## src/design/pso_consts.vh

```
/*
 * Constants of the power-stage output configuration block: register
 * offsets, field positions, reset values and interrupt vector numbers.
 * Assumes inclusion by bare name from the design file.
 */
`ifndef PSO_CONSTS_VH
`define PSO_CONSTS_VH

// ----------------------------------------
// Register byte offsets
// ----------------------------------------
`define PSO_OFS_SOC0     8'h00
`define PSO_OFS_SOC1     8'h04
`define PSO_OFS_SOC2     8'h08
`define PSO_OFS_CNF0     8'h0c
`define PSO_OFS_CNF1     8'h10
`define PSO_OFS_CNF2     8'h14
`define PSO_OFS_STATUS   8'h80
`define PSO_OFS_IRQ_EN   8'h84
`define PSO_OFS_IRQ_CLR  8'h88
// Compare block: unit u at (u+1)*0x20, reg k at k*8, high byte at +4
`define PSO_CMP_STRIDE   8'h20
`define PSO_CMP_SA       2'h0
`define PSO_CMP_RA       2'h1
`define PSO_CMP_SB       2'h2
`define PSO_CMP_RB       2'h3

// ----------------------------------------
// Field positions
// ----------------------------------------
`define PSO_B_EN_A       0
`define PSO_B_EN_C       1
`define PSO_B_EN_B       2
`define PSO_B_EN_D       3
`define PSO_B_SYNC_LO    4
`define PSO_B_SEL_C      6
`define PSO_B_SEL_D      7
`define PSO_B_MODE_LO    3
`define PSO_SOC01_MASK   8'h35
`define PSO_MODE_CENTER  2'h3
`define PSO_SYNC_LEAD_A  2'h0
`define PSO_SYNC_TRAIL_A 2'h1
`define PSO_SYNC_LEAD_B  2'h2
`define PSO_SYNC_TRAIL_B 2'h3

// ----------------------------------------
// Reset values
// ----------------------------------------
`define PSO_RST_CFG      8'h00
`define PSO_RST_CMP      12'h000
`define PSO_RST_RB       16'h0000
`define PSO_RST_IRQ      6'h00
// Counter parked on a value out of reset is no event
`define PSO_RST_MATCH    12'hfff

// ----------------------------------------
// Interrupt vectors: status bit k is vector address k+1
// ----------------------------------------
`define PSO_VEC_NONE     4'h0

`endif

```

## src/design/pso_top.v

```verilog
/*
 * Configuration side of three 12-bit power-stage PWM units: pin enables,
 * extra output selection, ADC sync pulse, compare registers with shared
 * high-byte latch, and per-unit capture / end-of-cycle interrupts.
 * Assumes counters, generators and event sources run on pclk.
 */
// Our own choices: the APB interface to the registers and the register addresses.
// Summary of operation
// [RQ1] Two irq requests per unit, vectors 1..6
// [RQ2] Units identical; unit 2 adds extra outputs
// [RQ3] Bit 7 selects B or A for fourth
// [RQ4] Bit 6 selects A or B for third
// [RQ5] Ramp modes: sync select picks edge source
// [RQ6] Trailing edge also on fault or retrigger; code ORs in fault only, not retrigger
// [RQ7] Centred: reset-A match down or up only
// [RQ8] Software keeps reset-A value at least one
// [RQ9] Bit 0 hands pin A to generator
// [RQ10] Bit 2 hands pin B to generator
// [RQ11] Unit 2 bit 1 hands third pin
// [RQ12] Unit 2 bit 3 hands fourth pin
// [RQ13] Four 12-bit compares against counter
// [RQ14] Matches feed interrupt or waveform
// [RQ15] Reset-B holds 4-bit flank modulation
// [RQ16] Shared high-byte latch, both bytes together
// [RQ17] High byte first; low write commits
// [RQ18] End-of-cycle flag on reset-B match
// [RQ19] Capture flag on retrigger, capture, sync error
`timescale 1ns/100ps
`include "pso_consts.vh"

module pso_top (
	// Clock and reset
	input  wire        pclk,
	input  wire        presetn,
	// APB slave
	input  wire [7:0]  paddr,
	input  wire        psel,
	input  wire        penable,
	input  wire        pwrite,
	input  wire [31:0] pwdata,
	output reg  [31:0] prdata,
	output reg         pready,
	output reg         pslverr,
	// Counter side, unit u in slice u
	input  wire [35:0] cnt_val,
	input  wire [2:0]  cnt_down,
	input  wire [2:0]  gen_a,
	input  wire [2:0]  gen_b,
	input  wire [2:0]  fault_a,
	input  wire [2:0]  fault_b,
	input  wire [2:0]  retrig_evt,
	input  wire [2:0]  capture_evt,
	input  wire [2:0]  sync_err,
	// Ordinary port drive: A0 B0 A1 B1 A2 B2 third fourth
	input  wire [7:0]  port_o,
	input  wire [7:0]  port_oe,
	// Pins
	output reg  [7:0]  pin_o,
	output reg  [7:0]  pin_oe,
	// Compare results to generators
	output reg  [11:0] cmp_match,
	output reg  [11:0] fwm_val,
	output reg  [2:0]  adc_trigger,
	// Interrupts
	output reg  [5:0]  irq_req,
	output reg  [3:0]  irq_vec,
	output reg         irq
);

	// ----------------------------------------
	// Registers
	// ----------------------------------------
	reg  [7:0]  soc_r [0:2];
	reg  [7:0]  cnf_r [0:2];
	reg  [11:0] sa_r  [0:2];
	reg  [11:0] ra_r  [0:2];
	reg  [11:0] sb_r  [0:2];
	reg  [15:0] rb_r  [0:2];
	reg  [7:0]  hi_r;
	reg  [11:0] match_d_r;
	reg  [5:0]  sts_r;
	reg  [5:0]  ien_r;

	reg  [11:0] now_nxt;
	reg  [11:0] ev_nxt;
	reg  [2:0]  adc_nxt;
	reg  [5:0]  set_nxt;
	reg  [5:0]  sts_nxt;
	reg  [7:0]  pin_nxt;
	reg  [7:0]  oe_nxt;
	reg  [3:0]  vec_nxt;
	reg  [31:0] rd_nxt;
	reg  [11:0] cv;
	reg  [1:0]  sel;
	reg         ctr;
	reg         dn;
	integer     u;
	integer     k;
	integer     r;

	wire        acc = psel & penable & pready;
	wire        wr  = acc & pwrite;
	wire [5:0]  clr = (wr && paddr == `PSO_OFS_IRQ_CLR) ? pwdata[5:0] : 6'h00;

	// ----------------------------------------
	// Address decode
	// ----------------------------------------
	// Compare window unit index, 3 when outside
	function [1:0] cmp_unit;
		input [7:0] a;
		begin
			if (a[7] == 1'b0 && a[6:5] != 2'h0 && a[1:0] == 2'h0)
				cmp_unit = a[6:5] - 2'h1;
			else
				cmp_unit = 2'h3;
		end
	endfunction

	function mapped;
		input [7:0] a;
		begin
			case (a)
				`PSO_OFS_SOC0, `PSO_OFS_SOC1, `PSO_OFS_SOC2,
				`PSO_OFS_CNF0, `PSO_OFS_CNF1, `PSO_OFS_CNF2,
				`PSO_OFS_STATUS, `PSO_OFS_IRQ_EN, `PSO_OFS_IRQ_CLR:
					mapped = 1'b1;
				default:
					mapped = (cmp_unit(a) != 2'h3);
			endcase
		end
	endfunction

	// Status bit of a unit's request: unit 2 lowest vector
	function [2:0] irq_bit;
		input [1:0] unit;
		input       eoc;
		begin
			irq_bit = {(2'h2 - unit), eoc};
		end
	endfunction

	wire [1:0] wu = cmp_unit(paddr);

	// ----------------------------------------
	// Compare, sync and pin logic
	// ----------------------------------------
	always @* begin
		now_nxt = 12'h000;
		adc_nxt = 3'h0;
		set_nxt = 6'h00;
		pin_nxt = 8'h00;
		oe_nxt  = 8'h00;
		cv      = 12'h000;
		sel     = 2'h0;
		ctr     = 1'b0;
		dn      = 1'b0;
		for (u = 0; u < 3; u = u + 1) begin
			cv = cnt_val[12*u +: 12];
			now_nxt[4*u]   = (cv == sa_r[u]);       // [RQ13]
			now_nxt[4*u+1] = (cv == ra_r[u]);
			now_nxt[4*u+2] = (cv == sb_r[u]);
			now_nxt[4*u+3] = (cv == rb_r[u][11:0]);
		end
		// Edge only, so a counter that dwells does not refire
		ev_nxt = now_nxt & ~match_d_r;
		for (u = 0; u < 3; u = u + 1) begin
			sel = soc_r[u][`PSO_B_SYNC_LO +: 2];
			ctr = (cnf_r[u][`PSO_B_MODE_LO +: 2] == `PSO_MODE_CENTER);
			dn  = cnt_down[u];
			if (ctr) begin
				// Reset-A of zero never matches going down [RQ8]
				case (sel)
					`PSO_SYNC_LEAD_A:  adc_nxt[u] = ev_nxt[4*u+1] & dn;  // [RQ7]
					`PSO_SYNC_TRAIL_A: adc_nxt[u] = ev_nxt[4*u+1] & ~dn; // [RQ7]
					default:           adc_nxt[u] = 1'b0;               // [RQ7]
				endcase
			end else begin
				case (sel)
					`PSO_SYNC_LEAD_A:  adc_nxt[u] = ev_nxt[4*u];       // [RQ5]
					`PSO_SYNC_TRAIL_A: adc_nxt[u] = ev_nxt[4*u+1] | fault_a[u]; // [RQ6]
					`PSO_SYNC_LEAD_B:  adc_nxt[u] = ev_nxt[4*u+2];     // [RQ5]
					`PSO_SYNC_TRAIL_B: adc_nxt[u] = ev_nxt[4*u+3] | fault_b[u]; // [RQ6]
					default:           adc_nxt[u] = 1'b0;
				endcase
			end
			set_nxt[irq_bit(u[1:0], 1'b1)] = ev_nxt[4*u+3];          // [RQ18]
			set_nxt[irq_bit(u[1:0], 1'b0)] =
				retrig_evt[u] | capture_evt[u] | sync_err[u];        // [RQ19]
			// Enabled pin follows generator, else the port [RQ9] [RQ10]
			pin_nxt[2*u]   = soc_r[u][`PSO_B_EN_A] ? gen_a[u] : port_o[2*u];
			oe_nxt[2*u]    = soc_r[u][`PSO_B_EN_A] | port_oe[2*u];
			pin_nxt[2*u+1] = soc_r[u][`PSO_B_EN_B] ? gen_b[u] : port_o[2*u+1];
			oe_nxt[2*u+1]  = soc_r[u][`PSO_B_EN_B] | port_oe[2*u+1];
		end
		// Unit 2 extra outputs [RQ2]
		if (soc_r[2][`PSO_B_EN_C]) begin                             // [RQ11]
			pin_nxt[6] = soc_r[2][`PSO_B_SEL_C] ? gen_b[2] : gen_a[2]; // [RQ4]
			oe_nxt[6]  = 1'b1;
		end else begin
			pin_nxt[6] = port_o[6];
			oe_nxt[6]  = port_oe[6];
		end
		if (soc_r[2][`PSO_B_EN_D]) begin                             // [RQ12]
			pin_nxt[7] = soc_r[2][`PSO_B_SEL_D] ? gen_a[2] : gen_b[2]; // [RQ3]
			oe_nxt[7]  = 1'b1;
		end else begin
			pin_nxt[7] = port_o[7];
			oe_nxt[7]  = port_oe[7];
		end
	end

	// ----------------------------------------
	// Interrupt status and vector
	// ----------------------------------------
	always @* begin
		// Set wins over a clear in the same cycle
		sts_nxt = (sts_r & ~clr) | set_nxt;
		vec_nxt = `PSO_VEC_NONE;
		for (k = 5; k >= 0; k = k - 1) begin
			if (sts_nxt[k] & ien_r[k])
				vec_nxt = k[3:0] + 4'h1;                            // [RQ1]
		end
	end

	// ----------------------------------------
	// Read mux
	// ----------------------------------------
	always @* begin
		rd_nxt = 32'h0000_0000;
		case (paddr)
			`PSO_OFS_SOC0:   rd_nxt[7:0] = soc_r[0];
			`PSO_OFS_SOC1:   rd_nxt[7:0] = soc_r[1];
			`PSO_OFS_SOC2:   rd_nxt[7:0] = soc_r[2];
			`PSO_OFS_CNF0:   rd_nxt[7:0] = cnf_r[0];
			`PSO_OFS_CNF1:   rd_nxt[7:0] = cnf_r[1];
			`PSO_OFS_CNF2:   rd_nxt[7:0] = cnf_r[2];
			`PSO_OFS_STATUS: rd_nxt[5:0] = sts_r;
			`PSO_OFS_IRQ_EN: rd_nxt[5:0] = ien_r;
			// Compares are write only and read as zero
			default:         rd_nxt = 32'h0000_0000;
		endcase
	end

	// ----------------------------------------
	// APB handshake: one wait state, answer from flops
	// ----------------------------------------
	always @(posedge pclk or negedge presetn) begin
		if (!presetn) begin
			pready  <= 1'b0;
			pslverr <= 1'b0;
			prdata  <= 32'h0000_0000;
		end else begin
			pready  <= psel & penable & ~pready;
			pslverr <= psel & penable & ~pready & ~mapped(paddr);
			if (psel & penable & ~pready & ~pwrite)
				prdata <= rd_nxt;
		end
	end

	// ----------------------------------------
	// Register writes
	// ----------------------------------------
	always @(posedge pclk or negedge presetn) begin
		if (!presetn) begin
			for (r = 0; r < 3; r = r + 1) begin
				soc_r[r] <= `PSO_RST_CFG;
				cnf_r[r] <= `PSO_RST_CFG;
				sa_r[r]  <= `PSO_RST_CMP;
				ra_r[r]  <= `PSO_RST_CMP;
				sb_r[r]  <= `PSO_RST_CMP;
				rb_r[r]  <= `PSO_RST_RB;
			end
			hi_r  <= `PSO_RST_CFG;
			ien_r <= `PSO_RST_IRQ;
		end else if (wr && !pslverr) begin
			case (paddr)
				// Units 0 and 1 lack the extra output bits [RQ2]
				`PSO_OFS_SOC0:   soc_r[0] <= pwdata[7:0] & `PSO_SOC01_MASK;
				`PSO_OFS_SOC1:   soc_r[1] <= pwdata[7:0] & `PSO_SOC01_MASK;
				`PSO_OFS_SOC2:   soc_r[2] <= pwdata[7:0];
				`PSO_OFS_CNF0:   cnf_r[0] <= pwdata[7:0];
				`PSO_OFS_CNF1:   cnf_r[1] <= pwdata[7:0];
				`PSO_OFS_CNF2:   cnf_r[2] <= pwdata[7:0];
				`PSO_OFS_IRQ_EN: ien_r    <= pwdata[5:0];
				default: begin
					if (wu != 2'h3) begin
						if (paddr[2]) begin
							hi_r <= pwdata[7:0];                       // [RQ16]
						end else begin
							// Low byte commits the latched high byte [RQ17]
							case (paddr[4:3])
								`PSO_CMP_SA: sa_r[wu] <= {hi_r[3:0], pwdata[7:0]}; // [RQ16]
								`PSO_CMP_RA: ra_r[wu] <= {hi_r[3:0], pwdata[7:0]};
								`PSO_CMP_SB: sb_r[wu] <= {hi_r[3:0], pwdata[7:0]};
								default:     rb_r[wu] <= {hi_r, pwdata[7:0]}; // [RQ15]
							endcase
						end
					end
				end
			endcase
		end
	end

	// ----------------------------------------
	// Event, status and output flops
	// ----------------------------------------
	always @(posedge pclk or negedge presetn) begin
		if (!presetn) begin
			// All high, so no spurious match or interrupt after reset
			match_d_r   <= `PSO_RST_MATCH;
			sts_r       <= `PSO_RST_IRQ;
			cmp_match   <= 12'h000;
			fwm_val     <= 12'h000;
			adc_trigger <= 3'h0;
			pin_o       <= 8'h00;
			pin_oe      <= 8'h00;
			irq_req     <= `PSO_RST_IRQ;
			irq_vec     <= `PSO_VEC_NONE;
			irq         <= 1'b0;
		end else begin
			match_d_r   <= now_nxt;
			sts_r       <= sts_nxt;
			cmp_match   <= ev_nxt;                                  // [RQ14]
			fwm_val     <= {rb_r[2][15:12], rb_r[1][15:12], rb_r[0][15:12]}; // [RQ15]
			adc_trigger <= adc_nxt;
			pin_o       <= pin_nxt;
			pin_oe      <= oe_nxt;
			irq_req     <= sts_nxt & ien_r;                         // [RQ1]
			irq_vec     <= vec_nxt;
			irq         <= |(sts_nxt & ien_r);
		end
	end

endmodule

```

## config.mk

```make
export PLATFORM = sky130hd
export DESIGN_NAME = pso_top
export DESIGN_NICKNAME = d
export VERILOG_FILES = /design/src/design/pso_top.v
export VERILOG_INCLUDE_DIRS = /design/src /design/src/design
export SDC_FILE = /design/constraint.sdc
export NUM_CORES = 1
export LEC_CHECK = 0
export ABC_AREA = 1
export BUFFER_PORTS_ARGS = -buffer_cell sky130_fd_sc_hd__buf_2
export CAP_MARGIN = 25
export CORE_MARGIN = 2
export CORE_UTILIZATION = 54
export CTS_BUF_LIST = sky130_fd_sc_hd__clkbuf_4
export CTS_CLUSTER_DIAMETER = 150
export CTS_CLUSTER_SIZE = 12
export DETAILED_ROUTE_END_ITERATION = 7
export PLACE_DENSITY_LB_ADDON = 0.12
export SETUP_SLACK_MARGIN = 0.1
export SYNTH_ARGS = -nofsm -noshare
export SYNTH_HDL_FRONTEND = slang
export SYNTH_SLANG_ARGS = --single-unit
```

## constraint.sdc

```tcl
create_clock -name pclk -period 1.7 [get_ports pclk]
set_clock_uncertainty 0.05 [all_clocks]
set_input_delay 0.34 -clock pclk [delete_from_list [all_inputs] [get_ports pclk]]
set_output_delay 0.34 -clock pclk [all_outputs]
set_load 0.01 [all_outputs]
```

# == Word level (Yosys, flattened, before mapping) ==
# Cells that the tools add are included.
# word_totals
reg_bits,292
output_inout_bits,88
# op_classes
bitwise_logic,53
reduce_logical,29
n_mux,41
order_cmp,2
addsub,1
n_eq_ne,36
# op_table
op,n
$eq A12 B12 Y1,12
$bwmux W36,3
$bwmux W48,1
$pmux W6 S8,1
$demux W16 S2,1
$demux W12 S2,1
$eq A8 B8 Y1 const B,3
$eq A2 B2 Y1 const B,10
$mux W4,5
$reduce_and A5 Y1,4
$and A1 B1 Y1,18
$or A1 B1 Y1,18
$eq A8 B4 Y1 const B,2
$eq A8 B5 Y1 const B,2
$mux W1,16
$mux W16,1
$reduce_and A2 Y1,7
$and A12 B12 Y12,1
$and A6 B6 Y6,2
$mux W12,1
$not A12 Y12,1
$pmux W1 S4,3
$logic_not A2 Y1,5
$not A1 Y1,10
other kinds (23),34

# == Logic depth before layout (Yosys ltp) ==
# Gate-level depths: netlist (run 1).
# depth
depth_word,15
ltp_mapped,14
ltp_nobuf,13

# == Worst setup path after synthesis (run 1) ==
# No wires, ideal clock.
# synth_path
path_kind,input-to-reg
start,in paddr[6]
end,reg sa_r[34] (netlist bit)
slack_ns,-0.234
required_time_ns,1.533
setup_ns,0.117
n_path_buf,2
cell_stages,11
arrival_ns,1.766
path_cell_list,inv_1 -> ha_1 -> nand4_1 -> nand2_1 -> nand2_2 -> nor3_4 -> buf_6 -> nand3_2 -> buf_2 -> nand2_1 -> nand2_1
# synth_via
elab_chain_cells,10
elab_cells_between_ends,23
# synth_rtl
element,line,rtl
from (decl),pso_top.v:36,"input wire [7:0] paddr,"
"parallel branches: the longest is 10 deep, another holds $ge A3 B3 Y1",--,
"to (signal, indexed assignment)",pso_top.v:268,sa_r[r] <= `PSO_RST_CMP;
"to (signal, indexed assignment)",pso_top.v:292,"`PSO_CMP_SA: sa_r[wu] <= {hi_r[3:0], pwdata[7:0]};"
to (decl),pso_top.v:75,reg [11:0] sa_r [0:2];
# Several ways; the timed one is not identified.
# A chain may end at the register's enable or synchronous reset.

# == Worst setup path after layout (run 1) ==
# layout_path
start,reg pslverr
end,reg sa_r[18] (netlist bit)
# layout_via
elab_chain_cells,3
# layout_rtl
element,line,rtl
from (decl),pso_top.v:43,"output reg pslverr,"
from (signal assigned),pso_top.v:254,pslverr <= psel & penable & ~pready & ~mapped(paddr);
$logic_not A1 Y1,pso_top.v:275,end else if (wr && !pslverr) begin
$logic_and A1 B1 Y1,pso_top.v:275,
$reduce_and A5 Y1 (no line),--,
# Every way passes these cells.

==> flow_metrics.tcl, run 1 <==
set metrics [dict create \
    hpwlAfterDp_um 29330 \
    drt_first_pass_iters 6 \
    dr_total_vias 13010 \
    area_growth_pct 34.38 \
    max_freq_mhz 534.8 \
    rsz0062_at_grt "true" \
    clock_path_buffers 3 \
    ios 209 \
    max-vdd-ir-drop_mv 0.4606 \
    maxSlewViolCount 0 \
    drt_iter0_drc 1390 \
    worstHoldPathType "in -> reg" \
    endpoint_kind "register" \
    synth_area_sq_um 13990 \
    synth.ff_latch_count 291 \
    tightestPinTransition_ps 718.4 \
    critPathMaxFanout 8 \
    cp-start-kind "register" \
    combPwrFrac_pct 11.3 \
    tritoncts "done" \
    antenna_found_initial 1 \
    die_h_um 165.0 \
    ys_seq_area_share_pct 52.16 \
    critPathRequiredTime_ps 2320 \
    p_switching_mw 3.174 \
    first_global_vias 12310 \
    cts-buffers-inserted 28 \
    finalCriticalPeriod_ps 1870 \
    worstPathArrival_ps 2490 \
    synth_cells 1683 \
    coreArea_sq_um 25330 \
    vias_per_cell 5.384 \
    period_share_pct 110.0 \
    die_x_um 165.0 \
    finalWorstSetupSlack_ps -169.8 \
    outcome "complete, but fails checks" \
    setup_violations 163 \
    yosysTopAreaCell "dfrtp_1" \
    num_rows 58 \
    nNetsFinal 2186 \
    p_per_area_nw_per_um2 640.2 \
    drv_cap 0 \
    grt_start_max_net_pins 51 \
    drt_wl_total_um 44290 \
    p_int_mw 8.863 \
    place_area_sq_um 16380 \
    wl_per_cell_um 18.32 \
    ys_types 36 \
    root_buffer "clkbuf_4" \
    slew_headroom_pct 52.11 \
    stdcell_area_sq_um 18800 \
    fillers 1854 \
    yosys_warnings 0 \
    syn_area_per_cell_sq_um 8.313 \
    overflow 0 \
    violations "negative setup slack" \
    finalHoldViolCount 0 \
    crit_type "reg -> reg" \
    die_area_sq_um 27210 \
    dp.cells 2256 \
    clk-insertion-delay-late_ps 730 \
    drc 0 \
    drive_above_1_share_pct 30.15 \
    grt_usage_pct 31.64 \
    clock-sinks 291 \
    synth.area.top_cells "dfrtp_1 (50%), nand2_1 (15%), nand4_1 (5.9%), o21ai_0 (4.2%), xor2_1 (3.8%)" \
    synth_top_area_share_pct 49.90 \
    numPortBuffers 159 \
    grt_pass1_wl_um 65870 \
    h-tree-depth 1 \
    whs_ps 25.65 \
    gp_congestion 0.8961 \
    p_seq_share_pct 58.0 \
    fin_tns_setup_ps -15800 \
    postRouteAntennaNets 0 \
    start_util_pct 55.24 \
    clkTransAtPathRegs_ps 150 \
    switching_share_pct 26.37 \
    p_clk_share_pct 30.6 \
    leakagePower_nw 9.705 \
    layout.cells.non_filler 2417 \
]
metrics by stage:
stage               setup slack, ps  utilization [%]  power [mW]
floorplan                    -132.7                -       7.584
global placement             -397.0            64.67       8.261
detailed placement           -456.9            64.67       8.282
CTS                          -162.3            72.13       12.03
global route                 -255.6            74.23       12.48
finish                       -169.8            74.23       12.04
sequential cells by signal, summed over array words and instances, names as in the netlist, 8 cells and up:
register / cells
rb_r: 48
soc_r: 14
pin_o: 8
hi_r: 8
sa_r: 36
cnf_r: 24
cmp_match: 12
prdata: 8
sb_r: 36
fwm_val: 12
ra_r: 36
match_d_r: 12
pin_oe: 8
metal layers:
| layer | part of all wire [%] | vias up | routed length (um) | track usage, % |
|---|---|---|---|---|
| met2 | 49 | 558 | 21480 | 52.93 |
| met4 | 2.7 | 0 | 1202 | 9.091 |
| met1 | 42 | 6258 | 18410 | 43.65 |
| met5 | 0 | - | 0 | 0 |
| li1 | - | 6108 | - | - |
| met3 | 7.2 | 88 | 3196 | 3.893 |
critical path: stages, from the launching register on:
cell	delay, ps
dfrtp_1	450
nor3_4	260
nand2_2	140
nor3_4	270
buf_4	170
clkbuf_16	140
buf_4	140
nand4_1	90
nand2_1	80
cell usage after synthesis:
cell type,n
a21oi_1,7
a21oi_2,1
a22o_1,3
and2_1,1
buf_2,17
buf_4,36
buf_6,1
clkbuf_1,62
clkinv_1,2
conb_1,1
dfrtp_1,279
dfstp_2,12
ha_1,1
inv_1,134
inv_2,5
nand2_1,551
nand2_2,2
nand2_4,1
nand3_1,48
nand3_2,3
nand3b_1,1
nand4_1,131
nor2_1,103
nor2_2,1
nor2_4,2
nor3_1,19
nor3_2,2
nor3_4,2
nor4_1,4
o21ai_0,118
o21ai_1,4
o22ai_1,4
o311ai_1,1
or2_2,14
xnor2_1,49
xor2_1,61
path summary, 6_finish.rpt:
path	from	to	slack, ps	cells past startpoint
worst min-delay path	cnt_val[12]	match_d_r[7]	30	8
min in group asynchronous	presetn	cnf_r[19]	60	2
max in group asynchronous	presetn	match_d_r[5]	840	3
worst min register to register	rb_r[13]	fwm_val[9]	350	0
worst max register to register	pslverr	sa_r[18]	-170	8
worst max-delay path	pslverr	sa_r[18]	-170	8
placed cells by master (no fill, tap or decap), drive strengths merged, types with 12 or more instances in the layout:
cell	count
buf	376
clkbuf	53
conb	25
dfrtp	279
dfstp	12
dlygate4sd3	62
inv	140
nand2	554
nand3	53
nand4	131
nor2	106
nor3	23
o21ai	122
or2	14
xnor2	49
xor2	61
layout make-up:
cell class,count,area [sq um],share of cell area [%]
Antenna cell,1,2.502,0.01331
Clock buffer,51,382.9,2.036
Clock inverter,1,11.26,0.05990
Inverter,141,551.8,2.935
Multi-Input combinational cell,1161,6377,33.92
Sequential cell,291,7298,38.82
Tap cell,330,412.9,2.196
Timing Repair Buffer,441,3764,20.02
power groups by stage:
stage               Clock, mW  Sequential [mW]  Combinational (mW)
CTS                      3.74             6.98                1.31
finish                   3.69             6.99                1.37
detailed placement          0             7.11                1.17
floorplan                   0             7.12               0.469
global route             4.02             6.99                1.47
global placement            0             7.11                1.15
repair_timing:
action	4_1_cts	5_1_grt
pin swaps	41	54
hold endpoints to repair	326	0
cloned	11	3
buffers inserted	22	13
endpoints found under the setup margin	238	257
gates resized for setup	180	118
hold buffers	63	0
cell families (layout without fill, tap and decap cells):
logic type                 count (synthesis)  count (layout)  share of synthesized area, %
AOI/OAI and AO/OA                        138             138                         5.106
xor gates and xnor gates                 110             110                         6.886
adders and majority gates                  1               1                       0.08942
buffers and inverters                    257             634                         8.067
DFF                                      291             291                         52.16
other                                      1              26                       0.02680
and+or+nand+nor                          885             887                         27.67
(Power assumes the default switching activity.)
==> run 2: changes to the inputs <==
--- a/config.mk
+++ b/config.mk
@@ -17,6 +17,8 @@
 export DETAILED_ROUTE_END_ITERATION = 7
 export PLACE_DENSITY_LB_ADDON = 0.12
 export SETUP_SLACK_MARGIN = 0.1
+export SKIP_LAST_GASP = 1
 export SYNTH_ARGS = -nofsm -noshare
 export SYNTH_HDL_FRONTEND = slang
 export SYNTH_SLANG_ARGS = --single-unit
+export TNS_END_PERCENT = 30
==> flow_metrics.tcl, run 2 (synthesized netlist as in run 1, its figures left out) <==
set metrics [dict create \
    drive_above_1_share_pct 27.45 \
    drc 0 \
    drt_first_pass_iters 5 \
    postRouteAntennaNets 0 \
    die_area_sq_um 27210 \
    clock_path_buffers 3 \
    crit_path_start "pslverr" \
    max-vdd-ir-drop_mv 0.5492 \
    cts-buffers-inserted 28 \
    reg2reg_depth 8 \
    num_rows 58 \
    layout_commonest_cell "nand2_1" \
    finalHoldViolCount 0 \
    postLayoutCoreUtil_pct 72.16 \
    hpwlAfterDp_um 29760 \
    top_register "rb_r" \
    final_cell_mix "nand2_1 (482), dfrtp_1 (279), buf_4 (159)" \
    outcome "complete, but fails checks" \
    r2r-start "pslverr" \
    area_growth_pct 30.63 \
    clk-insertion-delay-late_ps 760 \
    layout.cells.non_filler 2411 \
    r2r_end "sa_r[26]" \
    whs_ps 40.99 \
    drv_cap 0 \
    worstPathArrival_ps 2380 \
    gp_congestion 0.9303 \
    vias_per_cell 5.265 \
    leakagePower_nw 9.545 \
    grt_usage_pct 31.02 \
    first_global_vias 12170 \
    finalCriticalPeriod_ps 1841 \
    max_freq_mhz 543.1 \
    grt_pass1_wl_um 64580 \
    overflow 0 \
    critPathRequiredTime_ps 2230 \
    rsz0062_at_grt "true" \
    drt_wl_total_um 42400 \
    regToRegSetupSlack_ps -140 \
    coreArea_sq_um 25330 \
    grt_start_max_net_pins 78 \
    h-tree-depth 1 \
    period_share_pct 108.3 \
    critPathMaxFanout 12 \
    stdcell_area_sq_um 18280 \
    largest_reg_flops 48 \
    dp.cells 2269 \
    clock-sinks 291 \
    p_per_area_nw_per_um2 655.5 \
    wl_per_cell_um 17.59 \
    tritoncts "done" \
    ios 209 \
    drt_iter0_drc 1107 \
    dr_total_vias 12690 \
    clkTransAtPathRegs_ps 130 \
    numPortBuffers 159 \
    die_x_um 165.0 \
    crit_type "reg -> reg" \
    worstHoldPathType "in -> reg" \
    fin_tns_setup_ps -8742 \
    die_h_um 165.0 \
    start_util_pct 55.24 \
    tightestPinTransition_ps 827.9 \
    finalWorstSetupSlack_ps -141.2 \
    endpoint_kind "register" \
    maxSlewViolCount 0 \
    cp-start-kind "register" \
    nNetsFinal 2180 \
    place_area_sq_um 16380 \
    slew_headroom_pct 44.62 \
    root_buffer "clkbuf_4" \
    violations "negative setup slack" \
    crit_path_end "sa_r[26]" \
    antenna_found_initial 1 \
    setup_violations 115 \
]
[run 2: cell count changes in the layout (fill, tap and decap cells not counted), sizes merged]
cell,previous run,this run
clkinv,2,3
nand3,53,52
buf,376,366
dlygate4sd3,62,68
clkbuf,53,52
dlymetal6s4s,1,0
[run 2: what timing repair did]
item                                    CTS  global route
pin swaps                                15            30
gates resized for setup                  44           126
setup buffers                             6             6
endpoints found under the setup margin  227           253
hold endpoints to repair                357             0
hold buffers                             68             0
cloned                                    5             7
[run 2: cell type report]
class	instances	area (sq um)
inverter	141	549.3
clock buffer	50	375.4
sequential	291	7297
clock inverter	2	20.02
timing repair buffer	436	3460
multi-input combinational	1160	6160
tap	330	412.9
fill	1958	7051
antenna	1	2.502
[run 2: critical path, stage by stage (launching register included)]
cell	delay [ps]
dfrtp_1	450
nor3_4	270
nand2_4	120
nor3_4	210
buf_12	150
buf_12	140
nand3_4	170
nand2_1	120
nand2_1	50
[run 2: layer usage]
metal  up-vias  part of all wire [%]  GRT usage (%)
met5         -                     0              0
met4         0                   3.0          9.684
met3        85                   6.4          3.064
met2       472                    47          51.58
met1      6038                    43          43.25
li1       6098                     -              -
[run 2: how the worst min path moves through the flow]
stage / cells past startpoint / end / start / slack, ps
finish: 8 / match_d_r[7] / cnt_val[21] / 40
global route: 5 / match_d_r[4] / cnt_val[23] / 50
CTS: 8 / match_d_r[7] / cnt_val[16] / 2
detailed placement: 1 / fwm_val[1] / presetn / 140
global placement: 1 / fwm_val[2] / presetn / 140
floorplan: 0 / adc_trigger[0] / presetn / -6
[run 2: metrics by stage]
step / power [mW] / worst slack [ps]
finish: 11.98 / -141.2
global route: 12.44 / -235.3
CTS: 12.03 / -147.0
detailed placement: 8.272 / -492.8
global placement: 8.252 / -483.8
floorplan: 7.581 / -132.7
[run 2: power by group]
group	switching (mW)	leakage, nW	internal [mW]
sequential	0.0220	3.97	6.96
clock	2.34	0.240	1.33
combinational	0.784	5.34	0.551
total	3.14	9.54	8.84
